--- src/rtl/oqt_consts.svh ---
`ifndef OQT_CONSTS_SVH
`define OQT_CONSTS_SVH

// Register offsets
`define OQT_ADDR_LINE_ACTIVE_SELECT    12'h00C
`define OQT_ADDR_MARK      12'h101
`define OQT_ADDR_NIBBLES   12'h105
`define OQT_ADDR_STATUS    12'h106
`define OQT_ADDR_CMD_BASE  12'h110
`define OQT_ADDR_CMD_LAST  12'h11F

// Field positions
`define OQT_BIT_LINE_ACTIVE_SELECT     7
`define OQT_MARK_LSB       4
`define OQT_RELEASE_LSB    4
`define OQT_HALT_LSB       0
`define OQT_BIT_QF         4
`define OQT_BIT_MNF        1
`define OQT_BIT_MF         0
`define OQT_CMD_ENABLE     1
`define OQT_CMD_SELECT     0

// Reset values
`define OQT_RESET_BYTE     8'h00
`define OQT_RESET_LINE_ACTIVE_SELECT   1'b0

// Thresholds in cells below the queue limit
`define OQT_MARK_ON_GAP    27
`define OQT_MARK_OFF_GAP   54
`define OQT_DISCARD_GAP    27

// Cell layout
`define OQT_CELL_BYTES     6'h35
`define OQT_PT_BYTE        6'h03
`define OQT_EFCI_BIT       2
`define OQT_BEST_EFFORT    2'h3

`endif

--- src/rtl/oqt_pkg.sv ---
package oqt_pkg;

  // Service classes, in queue order
  typedef enum logic [1:0] {
    oqt_class_cbr,
    oqt_class_vbr_rt,
    oqt_class_vbr_nrt,
    oqt_class_best_effort
  } oqt_class_type;

  // Outlet transfer state
  typedef enum logic {
    oqt_outlet_idle,
    oqt_outlet_in_cell
  } oqt_outlet_state_type;

endpackage : oqt_pkg

--- src/rtl/oqt_cell_outlet.sv ---
`timescale 1ns/1ps
`include "oqt_consts.svh"

module oqt_cell_outlet
  import oqt_pkg::*;
(
  // Clock and reset
  input  wire logic       clock,
  input  wire logic       rst,
  // Link timing and line control
  input  wire logic       link_rise,
  input  wire logic       line_active_select,
  // Cell byte source
  input  wire logic       src_valid,
  input  wire logic [7:0] src_byte,
  input  wire logic       src_soc,
  // Header patching
  input  wire logic       gfc_en,
  input  wire logic [3:0] gfc_nib,
  input  wire logic       efci_en,
  output logic            take,
  output logic            take_first,
  // Outlet pins
  output logic [7:0]      tx_data,
  output logic            tx_soc,
  output logic            tx_oe
);

  oqt_outlet_state_type state, next_state;
  logic [5:0]           byte_cnt, next_byte_cnt;
  logic [7:0]           next_tx_data;
  logic                 next_tx_soc, next_tx_oe;
  logic [7:0]           patched;

  ////////////////////////////////////////////////////////////////////////////
  // A cell only starts while line_active_select; once started it always runs to its end
  assign take_first = link_rise & src_valid & src_soc & line_active_select & (state == oqt_outlet_idle);
  assign take       = take_first | (link_rise & src_valid & (state == oqt_outlet_in_cell));

  // Header patching of the flow-control nibble and congestion bit
  always_comb begin
    patched = src_byte;
    if (take_first && gfc_en) begin
      patched = {gfc_nib, src_byte[3:0]};
    end else if (byte_cnt == `OQT_PT_BYTE && efci_en) begin
      patched[`OQT_EFCI_BIT] = 1'b1;
    end
  end

  ////////////////////////////////////////////////////////////////////////////
  // Transfer state and pin drive
  always_comb begin
    next_state    = state;
    next_byte_cnt = byte_cnt;
    next_tx_data  = tx_data;
    next_tx_soc   = tx_soc;
    next_tx_oe    = tx_oe | line_active_select;
    if (take) begin
      next_tx_data  = patched;
      next_tx_soc   = take_first;
      next_tx_oe    = 1'b1;
      next_byte_cnt = take_first ? 6'h01 : byte_cnt + 6'h01;
      next_state    = (next_byte_cnt == `OQT_CELL_BYTES) ? oqt_outlet_idle : oqt_outlet_in_cell;
    end else if (link_rise) begin
      next_tx_soc = 1'b0;
      // Floats only between cells, so a cut mid-cell never truncates it
      next_tx_oe  = line_active_select | (state == oqt_outlet_in_cell);
    end
  end

  always_ff @(posedge clock or posedge rst) begin
    if (rst) begin
      state    <= oqt_outlet_idle;
      byte_cnt <= 6'h00;
      tx_data  <= 8'h00;
      tx_soc   <= 1'b0;
      tx_oe    <= 1'b0;
    end else begin
      state    <= next_state;
      byte_cnt <= next_byte_cnt;
      tx_data  <= next_tx_data;
      tx_soc   <= next_tx_soc;
      tx_oe    <= next_tx_oe;
    end
  end
endmodule : oqt_cell_outlet

--- src/rtl/oqt_traffic_mgmt.sv ---
// How it works
// - With a port's command enable bit set, the chosen nibble is caught at the first header byte and put into the next cell.
// - Command bit 0 picks the release-value nibble when 1 and the halt-value nibble when 0.
// - Each of the 64 ports has its own two-bit command, packed four to a register over sixteen registers.
// - A user cell gets its congestion bit set when its class enable is on and its queue is within 27 cells of the limit.
// - The four class enables sit in bits 7 to 4 of one register, constant-rate class lowest.
// - Marking stops when the class enable clears, the queue empties, or the fill drops to 54 below the limit.
// - With packet discard on, a best-effort queue enters discard when its fill exceeds the limit minus 27.
// - A queue in discard takes only end-of-message cells and drops the rest.
// - Discard ends once the fill falls to half the limit.
// - The queue-full flag rises when a write brings a queue to its limit.
// - The space-free flag rises when a read leaves room for another cell.
// - The memory-full flag rises when a write fills the whole buffer.
// - A queue at its limit drops all arrivals, and a full buffer drops arrivals for every queue.
// - While offline the outlet pins float and the inlet data is ignored.
// - Going offline mid-cell lets the cell finish before the pins float.
`timescale 1ns/1ps
`include "oqt_consts.svh"

module oqt_traffic_mgmt
  import oqt_pkg::*;
#(
  parameter int QUEUE_LIMIT = 128,
  parameter int MEM_CELLS   = 256,
  parameter int FILL_W      = $clog2(QUEUE_LIMIT + 1),
  parameter int MEM_W       = $clog2(MEM_CELLS + 1)
) (
  // Clock and reset
  input  wire logic        clock,
  input  wire logic        rst,
  // Register port
  input  wire logic [11:0] reg_addr,
  input  wire logic [7:0]  reg_wdata,
  input  wire logic        reg_write,
  input  wire logic        reg_read,
  output logic [7:0]       reg_rdata,
  input  wire logic        packet_discard_enable,
  // Queue events
  input  wire logic        enq_valid,
  input  wire logic [1:0]  enq_class,
  input  wire logic        enq_eom,
  input  wire logic        deq_valid,
  input  wire logic [1:0]  deq_class,
  output logic             enq_taken,
  output logic             enq_dropped,
  // Outlet cell source
  input  wire logic        src_valid,
  input  wire logic [7:0]  src_byte,
  input  wire logic        src_soc,
  input  wire logic [5:0]  src_port,
  input  wire logic [1:0]  src_class,
  input  wire logic        src_user,
  output logic             src_ready,
  // Link pins
  input  wire logic        link_clk,
  output logic [7:0]       tx_data,
  output logic             tx_soc,
  output logic             tx_oe,
  input  wire logic [7:0]  rx_data,
  input  wire logic        rx_soc,
  input  wire logic        rx_valid,
  // Inlet bytes toward the core
  output logic [7:0]       cell_byte,
  output logic             cell_soc,
  output logic             cell_valid
);

  localparam logic [FILL_W-1:0] LIMIT    = FILL_W'(QUEUE_LIMIT);
  localparam logic [FILL_W-1:0] MARK_ON  = FILL_W'(QUEUE_LIMIT - `OQT_MARK_ON_GAP);
  localparam logic [FILL_W-1:0] MARK_OFF = FILL_W'(QUEUE_LIMIT - `OQT_MARK_OFF_GAP);
  localparam logic [FILL_W-1:0] PD_ON    = FILL_W'(QUEUE_LIMIT - `OQT_DISCARD_GAP);
  localparam logic [FILL_W-1:0] PD_OFF   = FILL_W'(QUEUE_LIMIT / 2);
  localparam logic [MEM_W-1:0]  MEM_TOP  = MEM_W'(MEM_CELLS);

  ////////////////////////////////////////////////////////////////////////////
  // Link pin synchronisers; stage 1 feeds stage 2 only
  logic [2:0] link_sync;
  logic [7:0] rx_data_s1, rx_data_s2;
  logic       rx_soc_s1, rx_soc_s2, rx_valid_s1, rx_valid_s2;
  logic       link_rise;

  always_ff @(posedge clock or posedge rst) begin
    if (rst) begin
      link_sync   <= 3'h0;
      rx_data_s1  <= 8'h00;
      rx_data_s2  <= 8'h00;
      rx_soc_s1   <= 1'b0;
      rx_soc_s2   <= 1'b0;
      rx_valid_s1 <= 1'b0;
      rx_valid_s2 <= 1'b0;
    end else begin
      link_sync   <= {link_sync[1:0], link_clk};
      rx_data_s1  <= rx_data;
      rx_data_s2  <= rx_data_s1;
      rx_soc_s1   <= rx_soc;
      rx_soc_s2   <= rx_soc_s1;
      rx_valid_s1 <= rx_valid;
      rx_valid_s2 <= rx_valid_s1;
    end
  end

  assign link_rise = link_sync[1] & ~link_sync[2];

  ////////////////////////////////////////////////////////////////////////////
  // Software registers
  logic       line_active_select, next_line_active_select;
  logic [7:0] mark_en, next_mark_en;
  logic [7:0] nibbles, next_nibbles;
  logic [7:0] cmd_reg [16];
  logic [7:0] next_cmd [16];
  logic       pd_en, next_pd_en;

  always_comb begin
    next_line_active_select  = line_active_select;
    next_mark_en = mark_en;
    next_nibbles = nibbles;
    next_cmd     = cmd_reg;
    next_pd_en   = packet_discard_enable;
    if (reg_write) begin
      if (reg_addr == `OQT_ADDR_LINE_ACTIVE_SELECT) begin
        next_line_active_select = reg_wdata[`OQT_BIT_LINE_ACTIVE_SELECT];
      end else if (reg_addr == `OQT_ADDR_MARK) begin
        next_mark_en = reg_wdata;
      end else if (reg_addr == `OQT_ADDR_NIBBLES) begin
        next_nibbles = reg_wdata;
      end else if (reg_addr >= `OQT_ADDR_CMD_BASE && reg_addr <= `OQT_ADDR_CMD_LAST) begin
        next_cmd[reg_addr[3:0]] = reg_wdata;
      end
    end
  end

  always_ff @(posedge clock or posedge rst) begin
    if (rst) begin
      line_active_select  <= `OQT_RESET_LINE_ACTIVE_SELECT;
      mark_en <= `OQT_RESET_BYTE;
      nibbles <= `OQT_RESET_BYTE;
      cmd_reg <= '{default: `OQT_RESET_BYTE};
      pd_en   <= 1'b0;
    end else begin
      line_active_select  <= next_line_active_select;
      mark_en <= next_mark_en;
      nibbles <= next_nibbles;
      cmd_reg <= next_cmd;
      pd_en   <= next_pd_en;
    end
  end

  ////////////////////////////////////////////////////////////////////////////
  // Per-class queue accounting
  logic [FILL_W-1:0] fill [4];
  logic [3:0]        mark, pd, accept_q, deq_q, qf_q;
  logic [MEM_W-1:0]  mem_total, next_mem_total;
  logic              mem_full, accept_any, deq_any;

  assign mem_full = (mem_total == MEM_TOP);

  for (genvar q = 0; q < 4; q++) begin : g_queue
    logic [FILL_W-1:0] next_fill;
    logic              next_mark, next_pd, drop;

    always_comb begin
      // A full queue or full buffer drops without looking at the cell
      drop        = mem_full || fill[q] == LIMIT;
      if (q == `OQT_BEST_EFFORT && pd[q] && !enq_eom) begin
        drop = 1'b1;
      end
      accept_q[q] = enq_valid && enq_class == 2'(q) && !drop;
      deq_q[q]    = deq_valid && deq_class == 2'(q) && fill[q] != '0;
      next_fill   = fill[q];
      if (accept_q[q] && !deq_q[q]) begin
        next_fill = fill[q] + FILL_W'(1);
      end else if (deq_q[q] && !accept_q[q]) begin
        next_fill = fill[q] - FILL_W'(1);
      end
      qf_q[q] = accept_q[q] && next_fill == LIMIT;
      // Hysteresis keeps marking steady between the two levels
      next_mark = mark[q];
      if (!next_mark_en[`OQT_MARK_LSB + q] || next_fill == '0 || next_fill <= MARK_OFF) begin
        next_mark = 1'b0;
      end else if (next_fill >= MARK_ON) begin
        next_mark = 1'b1;
      end
      next_pd = pd[q];
      if (q != `OQT_BEST_EFFORT || !next_pd_en || next_fill <= PD_OFF) begin
        next_pd = 1'b0;
      end else if (next_fill > PD_ON) begin
        next_pd = 1'b1;
      end
    end

    always_ff @(posedge clock or posedge rst) begin
      if (rst) begin
        fill[q] <= '0;
        mark[q] <= 1'b0;
        pd[q]   <= 1'b0;
      end else begin
        fill[q] <= next_fill;
        mark[q] <= next_mark;
        pd[q]   <= next_pd;
      end
    end

  end

  // Whole buffer occupancy
  assign accept_any = |accept_q;
  assign deq_any    = |deq_q;

  always_comb begin
    next_mem_total = mem_total;
    if (accept_any && !deq_any) begin
      next_mem_total = mem_total + MEM_W'(1);
    end else if (deq_any && !accept_any) begin
      next_mem_total = mem_total - MEM_W'(1);
    end
  end

  ////////////////////////////////////////////////////////////////////////////
  // Status flags, cleared by reading; a new event beats the clear
  logic qf, buffer_space_free_flag, mf, next_qf, next_mnf, next_mf, status_rd;
  logic enq_taken_n, enq_dropped_n;
  logic [7:0] next_rdata;

  assign status_rd = reg_read && reg_addr == `OQT_ADDR_STATUS;

  always_comb begin
    next_qf       = (|qf_q) | (qf & ~status_rd);
    next_mnf      = deq_any | (buffer_space_free_flag & ~status_rd);
    next_mf       = (accept_any && next_mem_total == MEM_TOP) | (mf & ~status_rd);
    enq_taken_n   = accept_any;
    enq_dropped_n = enq_valid && !accept_any;
    next_rdata    = reg_rdata;
    if (reg_read) begin
      next_rdata = 8'h00;
      if (reg_addr == `OQT_ADDR_LINE_ACTIVE_SELECT) begin
        next_rdata[`OQT_BIT_LINE_ACTIVE_SELECT] = line_active_select;
      end else if (reg_addr == `OQT_ADDR_MARK) begin
        next_rdata = mark_en;
      end else if (reg_addr == `OQT_ADDR_NIBBLES) begin
        next_rdata = nibbles;
      end else if (reg_addr == `OQT_ADDR_STATUS) begin
        next_rdata[`OQT_BIT_QF]  = qf;
        next_rdata[`OQT_BIT_MNF] = buffer_space_free_flag;
        next_rdata[`OQT_BIT_MF]  = mf;
      end else if (reg_addr >= `OQT_ADDR_CMD_BASE && reg_addr <= `OQT_ADDR_CMD_LAST) begin
        next_rdata = cmd_reg[reg_addr[3:0]];
      end
    end
  end

  always_ff @(posedge clock or posedge rst) begin
    if (rst) begin
      mem_total   <= '0;
      qf          <= 1'b0;
      buffer_space_free_flag         <= 1'b0;
      mf          <= 1'b0;
      reg_rdata   <= 8'h00;
      enq_taken   <= 1'b0;
      enq_dropped <= 1'b0;
    end else begin
      mem_total   <= next_mem_total;
      qf          <= next_qf;
      buffer_space_free_flag         <= next_mnf;
      mf          <= next_mf;
      reg_rdata   <= next_rdata;
      enq_taken   <= enq_taken_n;
      enq_dropped <= enq_dropped_n;
    end
  end

  ////////////////////////////////////////////////////////////////////////////
  // Flow-control nibble held per port until that port's next cell
  logic [3:0]  pend_nib [64];
  logic [63:0] pend_valid, next_pend_valid;
  logic [7:0]  cmd_word;
  logic [1:0]  port_cmd;
  logic [3:0]  sel_nib;
  logic        take, take_first;

  assign cmd_word = cmd_reg[src_port[5:2]];
  assign port_cmd = cmd_word[{src_port[1:0], 1'b0} +: 2];
  assign sel_nib  = port_cmd[`OQT_CMD_SELECT] ? nibbles[`OQT_RELEASE_LSB +: 4]
                                              : nibbles[`OQT_HALT_LSB +: 4];

  always_comb begin
    next_pend_valid = pend_valid;
    if (take_first) begin
      next_pend_valid[src_port] = port_cmd[`OQT_CMD_ENABLE];
    end
  end

  always_ff @(posedge clock or posedge rst) begin
    if (rst) begin
      pend_valid <= 64'h0000000000000000;
      pend_nib   <= '{default: 4'h0};
      src_ready  <= 1'b0;
      cell_byte  <= 8'h00;
      cell_soc   <= 1'b0;
      cell_valid <= 1'b0;
    end else begin
      pend_valid <= next_pend_valid;
      if (take_first) begin
        pend_nib[src_port] <= sel_nib;
      end
      src_ready  <= take;
      // Inlet bytes pass only while this device owns the line
      cell_byte  <= rx_data_s2;
      cell_soc   <= rx_soc_s2;
      cell_valid <= link_rise && line_active_select && rx_valid_s2;
    end
  end

  ////////////////////////////////////////////////////////////////////////////
  // Outlet pin driver
  oqt_cell_outlet oqt_cell_outlet_i (
    .clock      (clock),
    .rst        (rst),
    .link_rise  (link_rise),
    .line_active_select     (line_active_select),
    .src_valid  (src_valid),
    .src_byte   (src_byte),
    .src_soc    (src_soc),
    .gfc_en     (pend_valid[src_port]),
    .gfc_nib    (pend_nib[src_port]),
    .efci_en    (src_user && mark[src_class]),
    .take       (take),
    .take_first (take_first),
    .tx_data    (tx_data),
    .tx_soc     (tx_soc),
    .tx_oe      (tx_oe)
  );
endmodule : oqt_traffic_mgmt

--- config.mk ---
export PLATFORM = sky130hd
export DESIGN_NAME = oqt_traffic_mgmt
export DESIGN_NICKNAME = d
export VERILOG_FILES = /design/src/rtl/oqt_pkg.sv /design/src/rtl/oqt_cell_outlet.sv /design/src/rtl/oqt_traffic_mgmt.sv
export VERILOG_INCLUDE_DIRS = /design/src /design/src/rtl
export SDC_FILE = /design/constraint.sdc
export NUM_CORES = 1
export LEC_CHECK = 0
export BUFFER_PORTS_ARGS = -buffer_cell sky130_fd_sc_hd__buf_2
export CAP_MARGIN = 5
export CORE_UTILIZATION = 60
export DETAILED_ROUTE_END_ITERATION = 7
export PLACE_DENSITY = 0.83
export SETUP_SLACK_MARGIN = 0.3
export SLEW_MARGIN = 40
export SYNTH_ARGS = -nofsm -noshare
export SYNTH_HDL_FRONTEND = slang
export SYNTH_SLANG_ARGS = --single-unit
--- constraint.sdc ---
create_clock -name clock -period 23.1 [get_ports clock]
set_input_delay 1.155 -clock clock [delete_from_list [all_inputs] [get_ports clock]]
set_output_delay 1.155 -clock clock [all_outputs]
set_load 0.05 [all_outputs]
==> flow_summary.toml <==
[setup_path]
worst-r2r-setup-slack_ps = 19440
required_ps = 23550
ff2ff_path_depth = 11
setup.worst_path.start_class = "primary input"
r2r_end = "mf"
crit_type = "primary input to flip-flop"
cp_max_fo = 64
end_kind = "flip-flop"
r2r-start = "mem_total[0]"
crit_arrival_ps = 4850

[synthesis]
synth_nets = 2564
yosys_warnings = 0
synth.avg_cell_area_um2 = 10.9
synthesis.area_mm2 = 0.0272
ys_async_sr_fraction_pct = 100
synth-seq-cells = 575
synth_flop_cell = "dfrtp_1"
synth-edff-count = 0
seq_area_frac_synth_pct = 53.0
synth_cells = 2488
synthDistinctLibCells = 96

[cts]
cts_resized = 0
clockBufferDepth = 3
post_cts_buffers = 0
path_clk_slew_ps = 60
cts-htree-levels = 2
holdBufCountCts = 0
clockRootBuffer = "clkbuf_16"
cts_made_buffers = 56
cts_tree = "done"
clk_latency_ps = 620
cts.sinks = 575

[sta]
fin_skew_ps = 22.5
setup_tns_ps = 0
fmax_mhz = 227
timing.final.crit_period_ps = 4400
period_share_pct = 19.0
slew_violations = 0
rsz0062_at_grt = "false"
setup_violations = 0
max_slew_margin_pct = 43.3
worstMarginPinSlew_ps = 848
hold_viol_final = 0

[route]
drt_iter0_markers = 2309
drt_pass1_iterations = 6
wirelength_um = 72900
vias_per_cell = 6.63
wl_per_cell_um = 23.2
num_vias = 20900
drc_errors = 0
antenna_left = 0

[grt]
grt_max_degree = 117
grt_pass1_wl_um = 117000
grt_overflow = 0
antenna_found_initial = 0
grt_pass1_vias = 21200
grt.total_usage_pct = 32.1

[final_layout]
drive_gt1_share_pct = 18.3
mostFrequentLayoutCell = "dfrtp_1"
syn2layout_area_growth_pct = 10.1
largest_reg_flops = 256
fin_nets = 2589
final_cells = 3148
most-common-layout-cells = "dfrtp_1 (575), nand2_1 (463), o21ai_0 (344), mux2_2 (154), a22oi_1 (135)"
fillers = 3201

[worst_hold_path]
hp-class = "flip-flop to flip-flop"
holdPathStages = 0
hold_start = "rx_data_s2[1]"
hold_path_end = "cell_byte[1]"

[placement]
place_congestion = 0.890
hpwl_um = 45100
portBuffers = 92
numPlacedInstances = 3047

[floorplan]
initial_utilization_pct = 61.2
rows = 77
die_width_um = 215
core_area_mm2 = 0.0444
die_area_mm2 = 0.0461
ios = 93
die_h_um = 215

[run]
drv_cap = 0

[status]
status = "finished clean"

[power]
ir_drop_v = 0.0000784
powerDensity_mw_per_mm2 = 78.5
p_leak_uw = 0.0131
power_uw = 2350
==> logic make-up after synthesis <==
logic type / count (synthesis) / synth area share, %
AND/OR/NAND/NOR: 735 / 12.3
AO/OA/AOI/OAI: 686 / 16.2
flip-flops: 575 / 53.0
multiplexers: 261 / 13.6
buffers and inverters: 177 / 3.01
XOR/XNOR: 40 / 1.32
adder cells (fa/ha/maj): 14 / 0.645
==> how the worst max path moves through the flow <==
| stage | startpoint | to | slack (ps) |
|---|---|---|---|
| 3_5_place_dp | src_port[2] | pend_nib[162] | 18000 |
| 2_1_floorplan | rst | buffer_space_free_flag | 5860 |
| 3_3_place_gp | src_port[2] | pend_nib[202] | 18210 |
| 6_report | src_port[2] | pend_nib[111] | 18700 |
| 4_1_cts | src_port[2] | pend_nib[111] | 18610 |
| 5_1_grt | src_port[2] | pend_nib[111] | 18580 |
==> where the power goes <==
part	internal, µW	switching (µW)
registers	1050	63.0
clock network	541	391
logic	111	194
total	1700	648
==> worst max-delay path, stage by stage <==
cell and delay, ps:
buf_2 80, buf_6 480, mux4_1 680, mux4_2 510, o221ai_1 240, o31a_1 530
mux2i_4 330, buf_4 510, o21ai_0 240
==> metrics by stage <==
step	util (%)	worst slack, ps	hold WS (ps)	cell area, µm²
global route	67.3	18580	354	29900
CTS	67.3	18610	346	29900
global placement	62.9	18210	332	27900
detailed placement	63.1	18000	335	28000
finish	67.3	18700	344	29900
floorplan	-	5860	331	27200
==> synthesized netlist by cell type, types with 7 or more instances <==
library cell  count  area [µm²]
a211oi_1          7        52.6
a21oi_1          40         200
a221oi_1         14         123
a22o_1           15         131
a22oi_1         135        1010
a31oi_1          11        68.8
a41oi_1          19         166
and2_1           20         125
and3_1           12        75.1
buf_1            14        52.6
buf_2            40         200
clkbuf_1         86         323
dfrtp_1         575       14400
ha_1             14         175
inv_1            26        97.6
mux2_2          154        1730
mux2i_1          40         400
mux4_1           17         447
mux4_2           49        1100
nand2_1         463        1740
nand3_1          20         100
nand4_1          29         181
nor2_1           71         267
nor2b_1          11        68.8
nor3_1           24         120
nor4_1           15        93.8
o211ai_1          8        60.1
o21ai_0         344        1720
o21ai_1           8        40.0
o31ai_1          10        75.1
or3_1            10        62.6
or4_1            10        75.1
xnor2_1          22         193
xor2_1           17         149
==> metal layers <==
metal | wire length [µm] | vias up | track usage [%]
li1 | - | 9173 | -
met1 | 28700 | 10400 | 42.6
met2 | 35000 | 1087 | 51.8
met3 | 6120 | 241 | 5.32
met4 | 3180 | 0 | 15.3
met5 | 0 | - | 0
==> layout make-up <==
cell class                 instances  area [µm²]  area share [%]
timing repair buffer             117         693            2.32
tap                              592         741            2.48
sequential                       575       14400            48.1
multi-input combinational       1736       12100            40.5
antenna                            1        2.50         0.00837
clock inverter                    17         200           0.669
clock buffer                      83        1660            5.56
inverter                          27         114           0.381
No activity file was read; power rests on OpenSTA's default activity.
